==> src/rtl/rx_chan_pkg.sv <==
// Package: register map, field layout and constants of the serial receive channel
`default_nettype none
package rx_chan_pkg;
   // Word byte addresses on the register bus
   localparam logic [4:0] ADDR_RX_MODE     = 5'h00;
   localparam logic [4:0] ADDR_PAIR_MODE   = 5'h04;
   localparam logic [4:0] ADDR_COMM_SETUP  = 5'h08;
   localparam logic [4:0] ADDR_DATA_DIV    = 5'h0c;
   localparam logic [4:0] ADDR_STATUS      = 5'h10;
   localparam logic [4:0] ADDR_START       = 5'h14;
   localparam logic [4:0] ADDR_PRESCALE    = 5'h18;
   // Mode register fields
   localparam int MODE_CKS_BIT   = 15;
   localparam int MODE_SIS_BIT   = 6;
   localparam int MODE_MD_BIT    = 0;
   // Setup register fields
   localparam int SETUP_RXE_BIT  = 14;
   localparam int SETUP_EOC_BIT  = 10;
   localparam int SETUP_PTC_LSB  = 8;
   localparam int SETUP_DIR_BIT  = 7;
   localparam int SETUP_SLC_LSB  = 4;
   localparam int SETUP_DLS_BIT  = 0;
   // Status register fields
   localparam int STAT_OVF_BIT   = 0;
   localparam int STAT_PEF_BIT   = 1;
   localparam int STAT_FEF_BIT   = 2;
   localparam int STAT_BUSY_BIT  = 6;
   localparam int STAT_BFF_BIT   = 5;
   // Reset values
   localparam logic [15:0] MODE_RESET  = 16'h0020;
   localparam logic [15:0] SETUP_RESET = 16'h0087;
   localparam logic [15:0] DIV_RESET   = 16'hfe00;
   localparam logic [7:0]  PRESC_RESET = 8'h00;
   // Parity modes
   localparam logic [1:0] PAR_NONE  = 2'h0;
   localparam logic [1:0] PAR_IGN   = 2'h1;
   localparam logic [1:0] PAR_EVEN  = 2'h2;
   localparam logic [1:0] PAR_ODD   = 2'h3;
   // Divider field limits
   localparam logic [6:0] DIV_MIN   = 7'h02;
endpackage
`default_nettype wire

==> src/rtl/async_serial_receiver_channel.sv <==
// Asynchronous start-stop receive channel with Wishbone register access
//
// What this block does
// - Odd channel receives; both mode registers exist.
// - Framing, parity, overrun flags; separate error interrupt.
// - Seven or eight data bits selectable.
// - Fastest rate is clock over two, at divider zero.
// - Level bit optionally inverts received line.
// - Parity none, unchecked, even or odd.
// - Direction bit: MSB or LSB first.
// - Enable bit gates the error interrupt.
// - Clock-select bit picks one prescaler output.
// - Data register: divider high, character low.
// - Bit time is two times divider-plus-one.
`default_nettype none
module async_serial_receiver_channel (
   // Clock and reset
   input  wire logic        clk_i,
   input  wire logic        rst_i,
   // Wishbone slave
   input  wire logic        cyc_i,
   input  wire logic        stb_i,
   input  wire logic        we_i,
   input  wire logic [4:0]  adr_i,
   input  wire logic [3:0]  sel_i,
   input  wire logic [31:0] dat_i,
   output logic [31:0]      dat_o,
   output logic             ack_o,
   // Serial line and interrupts
   input  wire logic        serial_rx_pin_i,
   output logic             rx_done_irq_o,
   output logic             rx_error_irq_o
);
   typedef enum logic [2:0] {IDLE, START, DATA, PARITY, STOP} rx_state_e;

   ////////////////////////////////////////////////////////////////
   // Registers and state
   logic [15:0] rx_mode_ff, pair_mode_ff, setup_ff, div_ff;
   logic [7:0]  presc_ff;
   logic        start_ff, ack_ff, ovf_ff, pef_ff, fef_ff, done_ff, err_ff;
   logic [31:0] rdat_ff;
   logic        sync1_ff, sync2_ff, line_ff;
   logic [15:0] pre_ff;
   logic        tick_a_ff, tick_b_ff;
   logic [7:0]  bitcnt_ff;
   logic [3:0]  nbit_ff;
   logic [7:0]  shift_ff;
   logic        par_ff;
   rx_state_e   state_ff;
   logic [15:0] nxt_rx_mode, nxt_pair_mode, nxt_setup, nxt_div;
   logic [7:0]  nxt_presc;
   logic        nxt_start, nxt_ack, nxt_ovf, nxt_pef, nxt_fef, nxt_done, nxt_err;
   logic [31:0] nxt_rdat;
   logic [15:0] nxt_pre;
   logic        nxt_tick_a, nxt_tick_b;
   logic [7:0]  nxt_bitcnt;
   logic [3:0]  nxt_nbit;
   logic [7:0]  nxt_shift;
   logic        nxt_par;
   rx_state_e   nxt_state;
   logic        nxt_line;
   // Comb helpers
   logic        wr, rd, rx_line, mck, mid, full_bit, char_done, bad_par, bad_stop;
   logic [7:0]  half_cnt, char_out;
   logic [3:0]  nbits;
   logic        bv, bready;
   logic [7:0]  bdata;

   // Two-entry buffer between the shifter and the data register
   rx_char_buf #(.WIDTH(8)) u_buf (
      .clk_i      (clk_i),
      .rst_i      (rst_i),
      .in_valid_i (char_done),
      .in_data_i  (char_out),
      .in_ready_o (bready),
      .out_valid_o(bv),
      .out_data_o (bdata),
      .out_ready_i(rd && adr_i == rx_chan_pkg::ADDR_DATA_DIV)
   );

   function automatic logic [7:0] bitrev(input logic [7:0] v);
      for (int i = 0; i < 8; i++)
      begin
         bitrev[i] = v[7-i];
      end
   endfunction

   ////////////////////////////////////////////////////////////////
   // Bus and register next state
   always_comb
   begin
      wr            = cyc_i && stb_i && we_i && !ack_ff;
      rd            = cyc_i && stb_i && !we_i && !ack_ff;
      nxt_ack       = cyc_i && stb_i && !ack_ff;
      nxt_rx_mode   = rx_mode_ff;
      nxt_pair_mode = pair_mode_ff;
      nxt_setup     = setup_ff;
      nxt_div       = div_ff;
      nxt_presc     = presc_ff;
      nxt_start     = start_ff;
      nxt_rdat      = rdat_ff;
      if (wr && sel_i[1:0] == 2'h3)
      begin
         unique case (adr_i)
            rx_chan_pkg::ADDR_RX_MODE:    nxt_rx_mode   = dat_i[15:0];
            rx_chan_pkg::ADDR_PAIR_MODE:  nxt_pair_mode = dat_i[15:0];
            rx_chan_pkg::ADDR_COMM_SETUP: nxt_setup     = dat_i[15:0];
            rx_chan_pkg::ADDR_DATA_DIV:   nxt_div       = {dat_i[15:8], 8'h00};
            rx_chan_pkg::ADDR_START:      nxt_start     = dat_i[0] && setup_ff[rx_chan_pkg::SETUP_RXE_BIT];
            rx_chan_pkg::ADDR_PRESCALE:   nxt_presc     = dat_i[7:0];
            default:                      nxt_start     = start_ff;
         endcase
      end
      if (!setup_ff[rx_chan_pkg::SETUP_RXE_BIT])
      begin
         nxt_start = 1'b0;
      end
      nxt_rdat = 32'h0;
      if (rd)
      begin
         unique case (adr_i)
            rx_chan_pkg::ADDR_RX_MODE:    nxt_rdat = {16'h0, rx_mode_ff};
            rx_chan_pkg::ADDR_PAIR_MODE:  nxt_rdat = {16'h0, pair_mode_ff};
            rx_chan_pkg::ADDR_COMM_SETUP: nxt_rdat = {16'h0, setup_ff};
            rx_chan_pkg::ADDR_DATA_DIV:   nxt_rdat = {16'h0, div_ff[15:8], bdata};
            rx_chan_pkg::ADDR_STATUS:     nxt_rdat = {25'h0, state_ff != IDLE, bv, 2'h0, fef_ff, pef_ff, ovf_ff};
            rx_chan_pkg::ADDR_START:      nxt_rdat = {31'h0, start_ff};
            rx_chan_pkg::ADDR_PRESCALE:   nxt_rdat = {24'h0, presc_ff};
            default:                      nxt_rdat = 32'h0;
         endcase
      end
   end

   ////////////////////////////////////////////////////////////////
   // Prescaler, operation clock enable and receiver next state
   always_comb
   begin
      nxt_pre    = pre_ff + 16'h1;
      nxt_tick_a = (pre_ff & ((16'h1 << presc_ff[3:0]) - 16'h1)) == 16'h0;
      nxt_tick_b = (pre_ff & ((16'h1 << presc_ff[7:4]) - 16'h1)) == 16'h0;
      mck        = rx_mode_ff[rx_chan_pkg::MODE_CKS_BIT] ? tick_b_ff : tick_a_ff;
      nxt_line   = sync2_ff;
      rx_line    = line_ff ^ rx_mode_ff[rx_chan_pkg::MODE_SIS_BIT];
      nbits      = setup_ff[rx_chan_pkg::SETUP_DLS_BIT] ? 4'h8 : 4'h7;
      // Bit time 2*(div+1) clocks; div 0 gives clock over two, div 2 clock over six
      full_bit   = mck && bitcnt_ff == {div_ff[15:9], 1'b1};
      half_cnt   = {1'b0, div_ff[15:9]};
      mid        = mck && bitcnt_ff == half_cnt;
      nxt_state  = state_ff;
      nxt_bitcnt = mck ? bitcnt_ff + 8'h1 : bitcnt_ff;
      nxt_nbit   = nbit_ff;
      nxt_shift  = shift_ff;
      nxt_par    = par_ff;
      char_done  = 1'b0;
      bad_par    = 1'b0;
      bad_stop   = 1'b0;
      if (full_bit)
      begin
         nxt_bitcnt = 8'h0;
      end
      unique case (state_ff)
         IDLE:
         begin
            nxt_bitcnt = 8'h0;
            if (start_ff && !rx_line)
            begin
               nxt_state = START;
            end
         end
         START:
         begin
            if (mid)
            begin
               nxt_state = rx_line ? IDLE : DATA;
               nxt_nbit  = 4'h0;
               nxt_par   = 1'b0;
            end
         end
         DATA:
         begin
            if (mid)
            begin
               nxt_shift = {shift_ff[6:0], rx_line};
               nxt_par   = par_ff ^ rx_line;
               nxt_nbit  = nbit_ff + 4'h1;
               if (nbit_ff + 4'h1 == nbits)
               begin
                  nxt_state = setup_ff[rx_chan_pkg::SETUP_PTC_LSB+1 -: 2] == rx_chan_pkg::PAR_NONE ? STOP : PARITY;
               end
            end
         end
         PARITY:
         begin
            if (mid)
            begin
               nxt_par   = par_ff ^ rx_line;
               nxt_state = STOP;
            end
         end
         STOP:
         begin
            if (mid)
            begin
               nxt_state = IDLE;
               char_done = 1'b1;
               bad_stop  = !rx_line;
               unique case (setup_ff[rx_chan_pkg::SETUP_PTC_LSB+1 -: 2])
                  rx_chan_pkg::PAR_EVEN: bad_par = par_ff;
                  rx_chan_pkg::PAR_ODD:  bad_par = !par_ff;
                  default:               bad_par = 1'b0;
               endcase
            end
         end
      endcase
      // Received first in bit 7, or bit 6 with seven bits, after left shifting; align and order
      char_out = nbits == 4'h8 ? shift_ff : {1'b0, shift_ff[6:0]};
      if (setup_ff[rx_chan_pkg::SETUP_DIR_BIT])
      begin
         // Seven-bit mode leaves the top bit clear
         char_out = nbits == 4'h8 ? bitrev(shift_ff) : bitrev({shift_ff[6:0], 1'b0});
      end
      // Flags: set wins over clear by write of one to status
      nxt_ovf  = ovf_ff;
      nxt_pef  = pef_ff;
      nxt_fef  = fef_ff;
      if (wr && sel_i[1:0] == 2'h3 && adr_i == rx_chan_pkg::ADDR_STATUS)
      begin
         nxt_ovf = ovf_ff && !dat_i[rx_chan_pkg::STAT_OVF_BIT];
         nxt_pef = pef_ff && !dat_i[rx_chan_pkg::STAT_PEF_BIT];
         nxt_fef = fef_ff && !dat_i[rx_chan_pkg::STAT_FEF_BIT];
      end
      nxt_ovf  = nxt_ovf || (char_done && !bready);
      nxt_pef  = nxt_pef || bad_par;
      nxt_fef  = nxt_fef || bad_stop;
      nxt_done = char_done;
      nxt_err  = setup_ff[rx_chan_pkg::SETUP_EOC_BIT] && (bad_par || bad_stop || (char_done && !bready));
   end

   ////////////////////////////////////////////////////////////////
   // Registering
   always_ff @(posedge clk_i)
   begin
      if (rst_i)
      begin
         rx_mode_ff   <= rx_chan_pkg::MODE_RESET;
         pair_mode_ff <= rx_chan_pkg::MODE_RESET;
         setup_ff     <= rx_chan_pkg::SETUP_RESET;
         div_ff       <= rx_chan_pkg::DIV_RESET;
         presc_ff     <= rx_chan_pkg::PRESC_RESET;
         start_ff     <= 1'b0;
         ack_ff       <= 1'b0;
         rdat_ff      <= 32'h0;
         ovf_ff       <= 1'b0;
         pef_ff       <= 1'b0;
         fef_ff       <= 1'b0;
         done_ff      <= 1'b0;
         err_ff       <= 1'b0;
         sync1_ff     <= 1'b1;
         sync2_ff     <= 1'b1;
         line_ff      <= 1'b1;
         pre_ff       <= 16'h0;
         tick_a_ff    <= 1'b0;
         tick_b_ff    <= 1'b0;
         bitcnt_ff    <= 8'h0;
         nbit_ff      <= 4'h0;
         shift_ff     <= 8'h0;
         par_ff       <= 1'b0;
         state_ff     <= IDLE;
      end
      else
      begin
         rx_mode_ff   <= nxt_rx_mode;
         pair_mode_ff <= nxt_pair_mode;
         setup_ff     <= nxt_setup;
         div_ff       <= nxt_div;
         presc_ff     <= nxt_presc;
         start_ff     <= nxt_start;
         ack_ff       <= nxt_ack;
         rdat_ff      <= nxt_rdat;
         ovf_ff       <= nxt_ovf;
         pef_ff       <= nxt_pef;
         fef_ff       <= nxt_fef;
         done_ff      <= nxt_done;
         err_ff       <= nxt_err;
         sync1_ff     <= serial_rx_pin_i;
         sync2_ff     <= sync1_ff;
         line_ff      <= nxt_line;
         pre_ff       <= nxt_pre;
         tick_a_ff    <= nxt_tick_a;
         tick_b_ff    <= nxt_tick_b;
         bitcnt_ff    <= nxt_bitcnt;
         nbit_ff      <= nxt_nbit;
         shift_ff     <= nxt_shift;
         par_ff       <= nxt_par;
         state_ff     <= nxt_state;
      end
   end

   assign dat_o        = rdat_ff;
   assign ack_o        = ack_ff;
   assign rx_done_irq_o  = done_ff;
   assign rx_error_irq_o = err_ff;

   ////////////////////////////////////////////////////////////////
   // Checks
   frame_err_a: assert property (@(posedge clk_i) disable iff (rst_i)
      (state_ff == STOP && mid && !rx_line) |=> fef_ff) else $error("stop error not flagged");
   done_pulse_a: assert property (@(posedge clk_i) disable iff (rst_i)
      rx_done_irq_o |=> !rx_done_irq_o) else $error("done not a pulse");
   overrun_flag_a: assert property (@(posedge clk_i) disable iff (rst_i)
      (char_done && !bready) |=> ovf_ff) else $error("overrun missed");
   err_mask_a: assert property (@(posedge clk_i) disable iff (rst_i)
      !$past(setup_ff[rx_chan_pkg::SETUP_EOC_BIT]) |-> !rx_error_irq_o) else $error("error irq unmasked");
   ack_once_a: assert property (@(posedge clk_i) disable iff (rst_i)
      (cyc_i && stb_i && !ack_o) |=> ack_o ##1 !ack_o) else $error("bad ack");
   odd_parity_a: assert property (@(posedge clk_i) disable iff (rst_i)
      (state_ff == STOP && mid && !par_ff && setup_ff[rx_chan_pkg::SETUP_PTC_LSB+1 -: 2] == rx_chan_pkg::PAR_ODD)
      |=> pef_ff) else $error("odd parity error missed");
endmodule
`default_nettype wire

==> src/rtl/rx_char_buf.sv <==
// Two-entry character buffer with valid/ready on both sides
`default_nettype none
module rx_char_buf #(
   parameter int WIDTH = 8
) (
   // Clock and reset
   input  wire logic             clk_i,
   input  wire logic             rst_i,
   // Fill side
   input  wire logic             in_valid_i,
   input  wire logic [WIDTH-1:0] in_data_i,
   output logic                  in_ready_o,
   // Drain side
   output logic                  out_valid_o,
   output logic [WIDTH-1:0]      out_data_o,
   input  wire logic             out_ready_i
);
   logic [WIDTH-1:0] mem_ff [2];
   logic [WIDTH-1:0] nxt_mem [2];
   logic [1:0]       cnt_ff;
   logic [1:0]       nxt_cnt;
   logic             push;
   logic             pop;

   always_comb
   begin
      push    = in_valid_i && (cnt_ff != 2'h2);
      pop     = out_ready_i && (cnt_ff != 2'h0);
      nxt_mem = mem_ff;
      nxt_cnt = cnt_ff + 2'(push) - 2'(pop);
      if (pop)
      begin
         nxt_mem[0] = mem_ff[1];
      end
      if (push)
      begin
         nxt_mem[(cnt_ff - 2'(pop)) == 2'h0 ? 0 : 1] = in_data_i;
      end
   end

   always_ff @(posedge clk_i)
   begin
      if (rst_i)
      begin
         cnt_ff    <= 2'h0;
         mem_ff[0] <= '0;
         mem_ff[1] <= '0;
      end
      else
      begin
         cnt_ff <= nxt_cnt;
         mem_ff <= nxt_mem;
      end
   end

   assign in_ready_o  = cnt_ff != 2'h2;
   assign out_valid_o = cnt_ff != 2'h0;
   assign out_data_o  = mem_ff[0];
endmodule
`default_nettype wire

==> config.mk <==
export PLATFORM = sky130hd
export DESIGN_NAME = async_serial_receiver_channel
export DESIGN_NICKNAME = d
export VERILOG_FILES = /design/src/rtl/rx_chan_pkg.sv /design/src/rtl/async_serial_receiver_channel.sv /design/src/rtl/rx_char_buf.sv
export SDC_FILE = /design/constraint.sdc
export NUM_CORES = 1
export LEC_CHECK = 0
export ABC_AREA = 1
export BUFFER_PORTS_ARGS = -buffer_cell sky130_fd_sc_hd__buf_4
export CAP_MARGIN = 20
export CORE_UTILIZATION = 40
export CTS_BUF_LIST = sky130_fd_sc_hd__clkbuf_16
export CTS_CLUSTER_DIAMETER = 100
export DETAILED_ROUTE_END_ITERATION = 10
export PLACE_DENSITY = 0.67
export SYNTH_ARGS = -nofsm -noshare
export SYNTH_HDL_FRONTEND = slang
export SYNTH_SLANG_ARGS = --single-unit
export TNS_END_PERCENT = 30
==> constraint.sdc <==
create_clock -name clk_i -period 2.6 [get_ports clk_i]
set_input_delay 0.26 -clock clk_i [delete_from_list [all_inputs] [get_ports clk_i]]
set_output_delay 0.26 -clock clk_i [all_outputs]
set_load 0.05 [all_outputs]
Word level (Yosys, flattened, before mapping)
Cells that the tools add are included.

Bits of input ports: 47. Output and inout bits: 35. Bits in registers: 166.

Mux-type cells: 37. Reductions and logical operators: 58. Equality and inequality tests: 25. Add/subtract/negate cells: 8. Shift operators: 2. Bitwise gates (word level): 7. $lt $le $gt $ge: 2.

Operators by type and width (count): $pmux 16 s7 (1); $mux 8 (5); $and 16x16->16 (2); $ge 32x2->1 const B (1); $logic_not 16->1 (2); $lt 32x1->1 const B (1); $not 32->32 (1); $shl 1x4->16 const A (2); $sub 16x1->16 const B (2); $logic_and 1x1->1 (21); $mux 3 (7); $add 16x1->16 const B (1); $bwmux 16 (1); $mux 16 (1); $eq 5x5->1 const B (3); $pmux 3 s5 (1); $ne 2x2->1 const B (7); $reduce_and 2->1 (7); $mux 1 (13); $mux 4 (3); $eq 5x4->1 const B (2); $add 8x1->8 const B (1); $demux 8 s1 (1); $eq 8x7->1 (1); 28 further kinds (52).

Depth between registers and ports, before layout
Gate-level depths: netlist of run 1.

Depth in word-level cells: 15. Depth in mapped cells: 14. Mapped depth without buffers: 13.

Hierarchy
Synthesis of run 1 repeated with hierarchy kept, for this count alone.

Cell total of the unflattened synthesis: 1112. Area, all modules: 7624.8 sq um.

By module, submodules not included: async_serial_receiver_channel (area an instance 6643.9 sq um, sequential area each 2622.5 sq um, instances 1, cells an instance 960); rx_char_buf (area an instance 980.9 sq um, sequential area each 360.3 sq um, instances 1, cells an instance 152).

Worst setup path before layout of run 1
No wires, ideal clock.

Kind: register to register. Start point: reg ack_ff, in the netlist ack_o. End point: reg with a tool-made name. Path slack: 0.623 ns. Arrival: 1.864 ns. Path buffers: 1. Data required time: 2.487 ns. Stages on the path, launching flop included: 13. Cells stage by stage: dfxtp_1 > inv_1 > nand3_1 > nor4_1 > ha_1 > inv_1 > nor2_1 > inv_1 > nand4_4 > buf_6 > nand2_1 > nand2_1 > nor2_1.

RTL lines: start: declaration (line async_serial_receiver_channel.sv:40) `logic start_ff, ack_ff, ovf_ff, pef_ff, fef_ff, done_ff, err_ff;`; start signal: assignment (line async_serial_receiver_channel.sv:278) `ack_ff <= nxt_ack;`.

Final worst setup path of run 1
Start point: reg presc_ff[5]. End point: reg tick_b_ff.

Cells in the longest elaborated chain, start to end: 4.

Ends and longest elaborated chain: start: declaration (line async_serial_receiver_channel.sv:39) `logic [7:0] presc_ff;`; start signal: assignment (line async_serial_receiver_channel.sv:249) `presc_ff <= rx_chan_pkg::PRESC_RESET;`; start signal: assignment (line async_serial_receiver_channel.sv:276) `presc_ff <= nxt_presc;`; $shl 1x4->16 (line async_serial_receiver_channel.sv:140) `nxt_tick_b = (pre_ff & ((16'h1 << presc_ff[7:4]) - 16'h1)) == 16'h0;`; $sub 16x1->16 (line async_serial_receiver_channel.sv:140); $and 16x16->16 (line async_serial_receiver_channel.sv:140); $logic_not 16->1 (line async_serial_receiver_channel.sv:140); end signal: assignment (line async_serial_receiver_channel.sv:290) `tick_b_ff <= nxt_tick_b;`; end: declaration (line async_serial_receiver_channel.sv:44) `logic tick_a_ff, tick_b_ff;`.

No other way between the ends. A chain may end at the register's enable or synchronous reset.

==> flow_summary_export.csv, run 1 <==
group,metric,value,unit
yosys,synth_edf_count,0,
cells_and_area,multiInputGateArea,3488,um^2
clocking,clk_pin_slew,60,ps
route,vias_per_cell,5.116,
yosys,synth_ff_type,"dfxtp_1",
route,dr.pass1.iters,5,
yosys,yosys_warnings,0,
sta,fin_crit,2181,ps
cells_and_area,antenna_cells,0,
global_route,grt_use_total,0.2123,
cells_and_area,syn_to_final_growth,15.16,%
route,vias,6702,
power,leakage,0.003403,uW
yosys,synth_seq_area_share,0.4136,
placed_design,gp_congestion,0.8839,
clocking,numCtsBuffers,17,
sta,final-max-slew-violation-count,0,
setup_path,cp-endpoint,"tick_b_ff",
setup_path,timing.rr.start,"presc_ff[5]",
cells_and_area,ff_latch_area,2983,um^2
yosys,synth_cells,1027,
floorplan,top_level_ports,82,
yosys,synth_area,7212,um^2
global_route,grt_pass1_wl,30440,um
yosys,ys_types,44,
sta,fin_worst_skew,11.50,ps
power,power.density,625.0,nW/um^2
yosys,yosys-top-cells-count,"161 x nand2_1, 149 x dfxtp_1, 132 x inv_1, 127 x nor2_1, 115 x a21oi_1",
floorplan,num_rows,48,
yosys,async_flop_share,0,
yosys,yosysMostFrequentCell,"nand2_1",
setup_path,r2r_cells,12,
floorplan,coreArea,17480,um^2
setup_path,ff2ff_setup_slack,420,ps
floorplan,start_util,0.4127,
setup_path,cp.arrival,2500,ps
global_route,antenna_found_initial,0,
setup_path,worstPathMaxFanout,9,
sta,fin_setup_tns,0,ps
clocking,post-cts-setup-buffers,0,
sta,slew_headroom,0.3643,
sta,hold_slack,19.05,ps
route,drc,0,
clocking,cts.path.max_buffers,2,
clocking,hold_buffers,0,
sta,period_share,0.8389,
power,total_power,5191,uW
global_route,overflow,0,
sta,final-hold-violation-count,0,
sta,tightest_slew,952.6,ps
power,vdd_drop_max,370.1,uV
setup_path,critPathKind,"register to register",
clocking,ctsResizeCount,0,
clocking,cts_root_buf,"clkbuf_16",
global_route,first_global_vias,6101,
cells_and_area,drive_gt1_frac,0.1097,
sta,rsz0062_at_grt,"no",
route,wl,18520,um
clocking,clk_latency,430,ps
cells_and_area,layout.nets,1126,
route,drt_iter0_markers,529,
yosys,yosys-top-cells-area,"dfxtp_1 41%, nand2_1 8.4%, a21oi_1 8.0%",
yosys,yosysTopAreaCellShare,0.4136,
route,antenna_left,0,
sta,final-setup-viol-count,0,
sta,max_freq,458.5,MHz
cells_and_area,fillCellCount,1726,
global_route,grt_max_degree,97,
setup_path,worst_ep_required_time,2920,ps
clocking,cts_max_level,4,
placed_design,dpl_cell_area,7749,um^2
job,drv_cap,0,
yosys,ys_ff_latch,149,
status,status,"complete, no violations",
yosys,yosysTopAreaCell,"dfxtp_1",
clocking,cts_tree,"yes",
floorplan,die-area,18570,um^2
placed_design,hpwlAfterDp,13200,um
setup_path,critPathLaunch,"presc_ff[5]",
yosys,syn_avg_cell_area,7.022,um^2
worst_hold_path,hold_class,"input port to register",
setup_path,worstSetupStartpointType,"register",
placed_design,portBuffers,47,
setup_path,cp-end-kind,"register",
clocking,cts.sinks,149,
floorplan,die_y,136.3,um
route,wl_per_cell,14.14,um
setup_path,r2r_end,"tick_b_ff",
floorplan,dieWidth,136.3,um
cells_and_area,design_area,8305,um^2
-- per-stage QoR --
step	utilization	setup slack [ps]	instances
after floorplan	-	623.1	1042
after global placement	0.4434	412.2	1278
after detailed placement	0.4434	355.7	1278
after CTS	0.4752	424.0	1310
after global routing	0.4752	65.82	1310
final	0.4752	418.8	1310
-- worst min path at each step --
stage,start,end,cells past startpoint
CTS,serial_rx_pin_i,sync1_ff,2
global placement,sync1_ff,nxt_line,1
floorplan,rst_i,ack_o,1
detailed placement,sync1_ff,nxt_line,1
global route,rst_i,ack_o,2
finish,serial_rx_pin_i,sync1_ff,2
-- power by group --
group	leakage (uW)	total [uW]	switching, uW	internal (uW)
combinational	0.00194	515	353	162
sequential	0.00120	2350	34.6	2320
clock	0.000263	2320	1010	1320
total	0.00340	5190	1400	3800
-- final cells by class --
class	count	share of cell area
tap	225	0.03390
clock inverter	15	0.01582
sequential	149	0.3591
inverter	140	0.06327
multi-input combinational	703	0.4200
timing repair buffer	61	0.05664
clock buffer	17	0.05122
-- worst max-delay path, cell delays in order, from the launching register on --
cell and delay (ps):
dfxtp_1 490, inv_1 200, nand2_1 180, nor2_1 70, inv_1 70, ha_1 170, inv_1 60, a21oi_2 300
inv_1 150, a21oi_1 130, o21ai_0 80, nand3_1 100, nor2_1 70
-- placed cells by master (no fill, tap or decap), types with 3 or more instances in the layout --
master      instances
clkinvlp_4          5
or2_2               5
xor2_1             13
nand3b_1            3
buf_4              60
nand3_1            38
ha_1                7
nor3_1             21
clkbuf_16          17
dfxtp_1           149
nand2_1           161
nor2_2              4
inv_6               4
xnor2_1             4
inv_1             133
conb_1             16
o21ai_0           111
a21oi_1           115
nor2_1            127
o22ai_1            18
inv_2               9
o211ai_1           14
nand4_1            15
a211oi_1            5
-- logic make-up after synthesis --
group / count (synthesis) / synth area share
compound gates: 278 / 0.2082
simple gates: 385 / 0.2344
fa+ha+maj: 7 / 0.01214
other cells: 1 / 0.0005200
buf+inv: 190 / 0.1105
xor+xnor: 17 / 0.02064
flops: 149 / 0.4136
-- routing by layer --
layer / track usage / share of wire
met4: 0.07284 / 0.014
met3: 0.04810 / 0.055
met1: 0.2878 / 0.48
met5: 0 / 0
met2: 0.3294 / 0.45
-- sequential cells by signal, indices dropped and copies added (netlist names), 2 cells and up, named ones only --
name and count:
bitcnt_ff 8, dat_o 16, div_ff 8, nbit_ff 4, pair_mode_ff 16, pre_ff 15
presc_ff 8, rx_mode_ff 16, setup_ff 16, shift_ff 8, state_ff 3, u_buf.cnt_ff 2
u_buf.out_data_o 8
No activity file was read; power rests on OpenSTA's default activity.
==> inputs of run 2 (changes only) <==
--- a/config.mk
+++ b/config.mk
@@ -5,14 +5,14 @@
 export SDC_FILE = /design/constraint.sdc
 export NUM_CORES = 1
 export LEC_CHECK = 0
-export ABC_AREA = 1
+export ABC_AREA = 0
 export BUFFER_PORTS_ARGS = -buffer_cell sky130_fd_sc_hd__buf_4
 export CAP_MARGIN = 20
 export CORE_UTILIZATION = 40
 export CTS_BUF_LIST = sky130_fd_sc_hd__clkbuf_16
 export CTS_CLUSTER_DIAMETER = 100
 export DETAILED_ROUTE_END_ITERATION = 10
-export PLACE_DENSITY = 0.67
+export PLACE_DENSITY = 0.69
 export SYNTH_ARGS = -nofsm -noshare
 export SYNTH_HDL_FRONTEND = slang
 export SYNTH_SLANG_ARGS = --single-unit
==> constraint.sdc (replaced) <==
create_clock -name clk_i -period 1.75 [get_ports clk_i]
set_input_delay 0.175 -clock clk_i [delete_from_list [all_inputs] [get_ports clk_i]]
set_output_delay 0.175 -clock clk_i [all_outputs]
set_load 0.05 [all_outputs]
==> run 2 against run 1 <==
The run now ends with negative setup slack left. Cell count down 5.8%. Combinational power down 18%. Global-route usage up 0.48 points. First-iteration DRC count up 5.1%. Flip-flop and latch count unchanged.
==> flow_summary_export.csv, run 2 <==
group,metric,value,unit
setup_path,cp.arrival,2290,ps
cells_and_area,drive_gt1_frac,0.3013,
setup_path,slowest_stage,"dfxtp_4",
clocking,clk_pin_slew,60,ps
setup_path,r2r_end,"tick_a_ff",
setup_path,cp_num_buf_inv,1,
sta,rsz0062_at_grt,"yes",
setup_path,timing.rr.start,"presc_ff[2]",
clocking,cts_max_level,4,
worst_hold_path,hold_class,"input port to register",
setup_path,worstPathMaxFanout,5,
clocking,cts.path.max_buffers,2,
sta,final-hold-violation-count,0,
placed_design,dpl_worst_slack,-460.6,ps
status,status,"finished, violations left",
cells_and_area,fillCellCount,1540,
yosys,synth_cells,863,
yosys,yosys-top-cells-area,"dfxtp_1 41%, nand2_1 7.6%, mux2i_1 5.0%",
setup_path,cp_top_family,"compound AO/OA/AOI/OAI gates",
cells_and_area,final_core_util,0.5493,
yosys,ys_ff_latch,149,
global_route,antenna_found_initial,0,
route,wl_per_cell,15.86,um
floorplan,coreArea,17480,um^2
power,leakage,0.003806,uW
sta,period_share,1.100,
floorplan,die-area,18580,um^2
route,dr.pass1.iters,6,
sta,fin_crit,1924,ps
yosys,yosysTopAreaCellShare,0.4133,
sta,fin_worst_skew,8.345,ps
sta,final-max-slew-violation-count,0,
setup_path,cp_slowest_stage_delay,360,ps
route,antenna_left,0,
job,drv_cap,0,
yosys,async_flop_share,0,
setup_path,ff2ff_setup_slack,-170,ps
yosys,synth_area,7217,um^2
floorplan,die_y,136.3,um
setup_path,worstSetupStartpointType,"register",
setup_path,r2r_cells,8,
route,vias_per_cell,5.380,
yosys,yosysMostFrequentCell,"dfxtp_1",
yosys,yosys-top-cells-count,"149 x dfxtp_1, 146 x nand2_1, 66 x nor2_1, 64 x a21oi_1, 53 x clkbuf_1",
placed_design,portBuffers,47,
clocking,clk_latency,430,ps
yosys,yosys_warnings,0,
floorplan,top_level_ports,82,
clocking,cts_tree,"yes",
clocking,cts.sinks,149,
floorplan,dieWidth,136.3,um
power,power.density,799.8,nW/um^2
status,violations,"negative setup slack",
route,vias,6639,
sta,setup_ws,-174.1,ps
yosys,synth_ff_type,"dfxtp_1",
cells_and_area,layout_common_cells,"166 x buf_4, 144 x nand2_1, 130 x dfxtp_1, 63 x a21oi_1, 59 x nor2_1",
setup_path,cp-endpoint,"tick_a_ff",
route,drt_iter0_markers,556,
power,vdd_drop_max,675.0,uV
setup_path,critPathLaunch,"presc_ff[2]",
placed_design,hpwlAfterDp,13950,um
placed_design,gp_congestion,0.8595,
setup_path,cp-end-kind,"register",
cells_and_area,syn_to_final_growth,33.01,%
route,wl,19570,um
global_route,grt_use_total,0.2171,
setup_path,worstPathCellList,"nor3_4 > nand2b_1 > ha_4 > buf_6 > a21o_1 > a22o_1 > a311oi_2 > and4_4",
setup_path,worst_ep_required_time,2110,ps
yosys,synth_edf_count,0,
global_route,grt_pass1_wl,31120,um
global_route,grt_max_degree,38,
sta,final-setup-viol-count,33,
sta,max_freq,519.7,MHz
cells_and_area,antenna_cells,0,
yosys,ys_types,74,
global_route,first_global_vias,6111,
floorplan,num_rows,48,
yosys,synth_seq_area_share,0.4133,
clocking,numCtsBuffers,17,
cells_and_area,layout.nets,1052,
setup_path,critPathKind,"register to register",
yosys,syn_avg_cell_area,8.363,um^2
floorplan,start_util,0.4129,
route,drc,0,
setup_path,crit_cells,8,
cells_and_area,mostFrequentLayoutCell,"buf_4",
clocking,cts_root_buf,"clkbuf_16",
global_route,overflow,0,
yosys,yosysTopAreaCell,"dfxtp_1",
-- run 2: metrics by stage --
| step | setup TNS [ps] | hold WS, ps | std cells | power (uW) | instance area (um^2) |
|---|---|---|---|---|---|
| after floorplan | -9249 | 249.4 | 878 | 3741 | 7446 |
| after global placement | -7095 | 365.8 | 1190 | 3896 | 8534 |
| after detailed placement | -8208 | 366.3 | 1190 | 3897 | 8534 |
| after CTS | -3110 | 1.366 | 1226 | 7705 | 9351 |
| after global routing | -5437 | 15.40 | 1234 | 7897 | 9599 |
| final | -2954 | 13.63 | 1234 | 7677 | 9599 |
-- run 2: where the power goes --
group / internal [uW] / switching (uW) / total (uW)
logic: 150 / 272 / 421
clock network: 2340 / 1490 / 3830
registers: 3410 / 21.3 / 3430
-- run 2: worst min-delay path by stage --
stage,cells past startpoint,end,startpoint
final,3,div_ff[14],dat_i[14]
after floorplan,1,ack_o,rst_i
after global routing,3,pair_mode_ff[8],dat_i[8]
after CTS,3,div_ff[14],dat_i[14]
after detailed placement,2,sync1_ff,serial_rx_pin_i
after global placement,2,sync1_ff,serial_rx_pin_i
-- run 2: cells by family (layout without fill, tap and decap cells) --
| logic type | Yosys count | count (layout) | share of synthesized area |
|---|---|---|---|
| simple gates | 347 | 347 | 0.2328 |
| compound gates | 177 | 177 | 0.1605 |
| flops | 149 | 149 | 0.4133 |
| buf+inv | 94 | 225 | 0.06155 |
| mux | 46 | 46 | 0.06605 |
| xor+xnor | 42 | 42 | 0.05305 |
| fa+ha+maj | 7 | 7 | 0.01214 |
| other cells | 1 | 16 | 0.0005196 |
-- run 2: worst register-to-register path: cells and delay by family (launching register included) --
| family | cells | cell delay (ps) |
|---|---|---|
| flip-flops | 1 | 360 |
| buffers and inverters | 1 | 110 |
| adder cells (fa/ha/maj) | 1 | 190 |
| AO/OA/AOI/OAI | 3 | 610 |
| AND/OR/NAND/NOR | 3 | 570 |
-- run 2: timing repair --
action                                  in CTS  in global routing
hold buffers                                 3                  0
buffers inserted                             4                  9
gates resized for setup                     34                 44
pin swaps                                   30                 25
hold endpoints to repair                     4                  0
endpoints found under the setup margin      41                 92
-- run 2: area by class of cell --
cell class	count	area, um^2	share of cell area
clock inverter	12	167.7	0.01747
clock buffer	18	450.4	0.04692
sequential	149	3014	0.3140
timing repair buffer	181	1429	0.1489
inverter	14	52.55	0.005474
multi-input combinational	635	4204	0.4380
tap	225	281.5	0.02933
-- run 2: routing by layer --
metal	GRT usage	vias up	wire length, um
met5	0	-	0
met4	0.08333	0	454
met3	0.04176	31	1291
met2	0.3257	225	8600
met1	0.3049	3132	9226
li1	-	3251	-
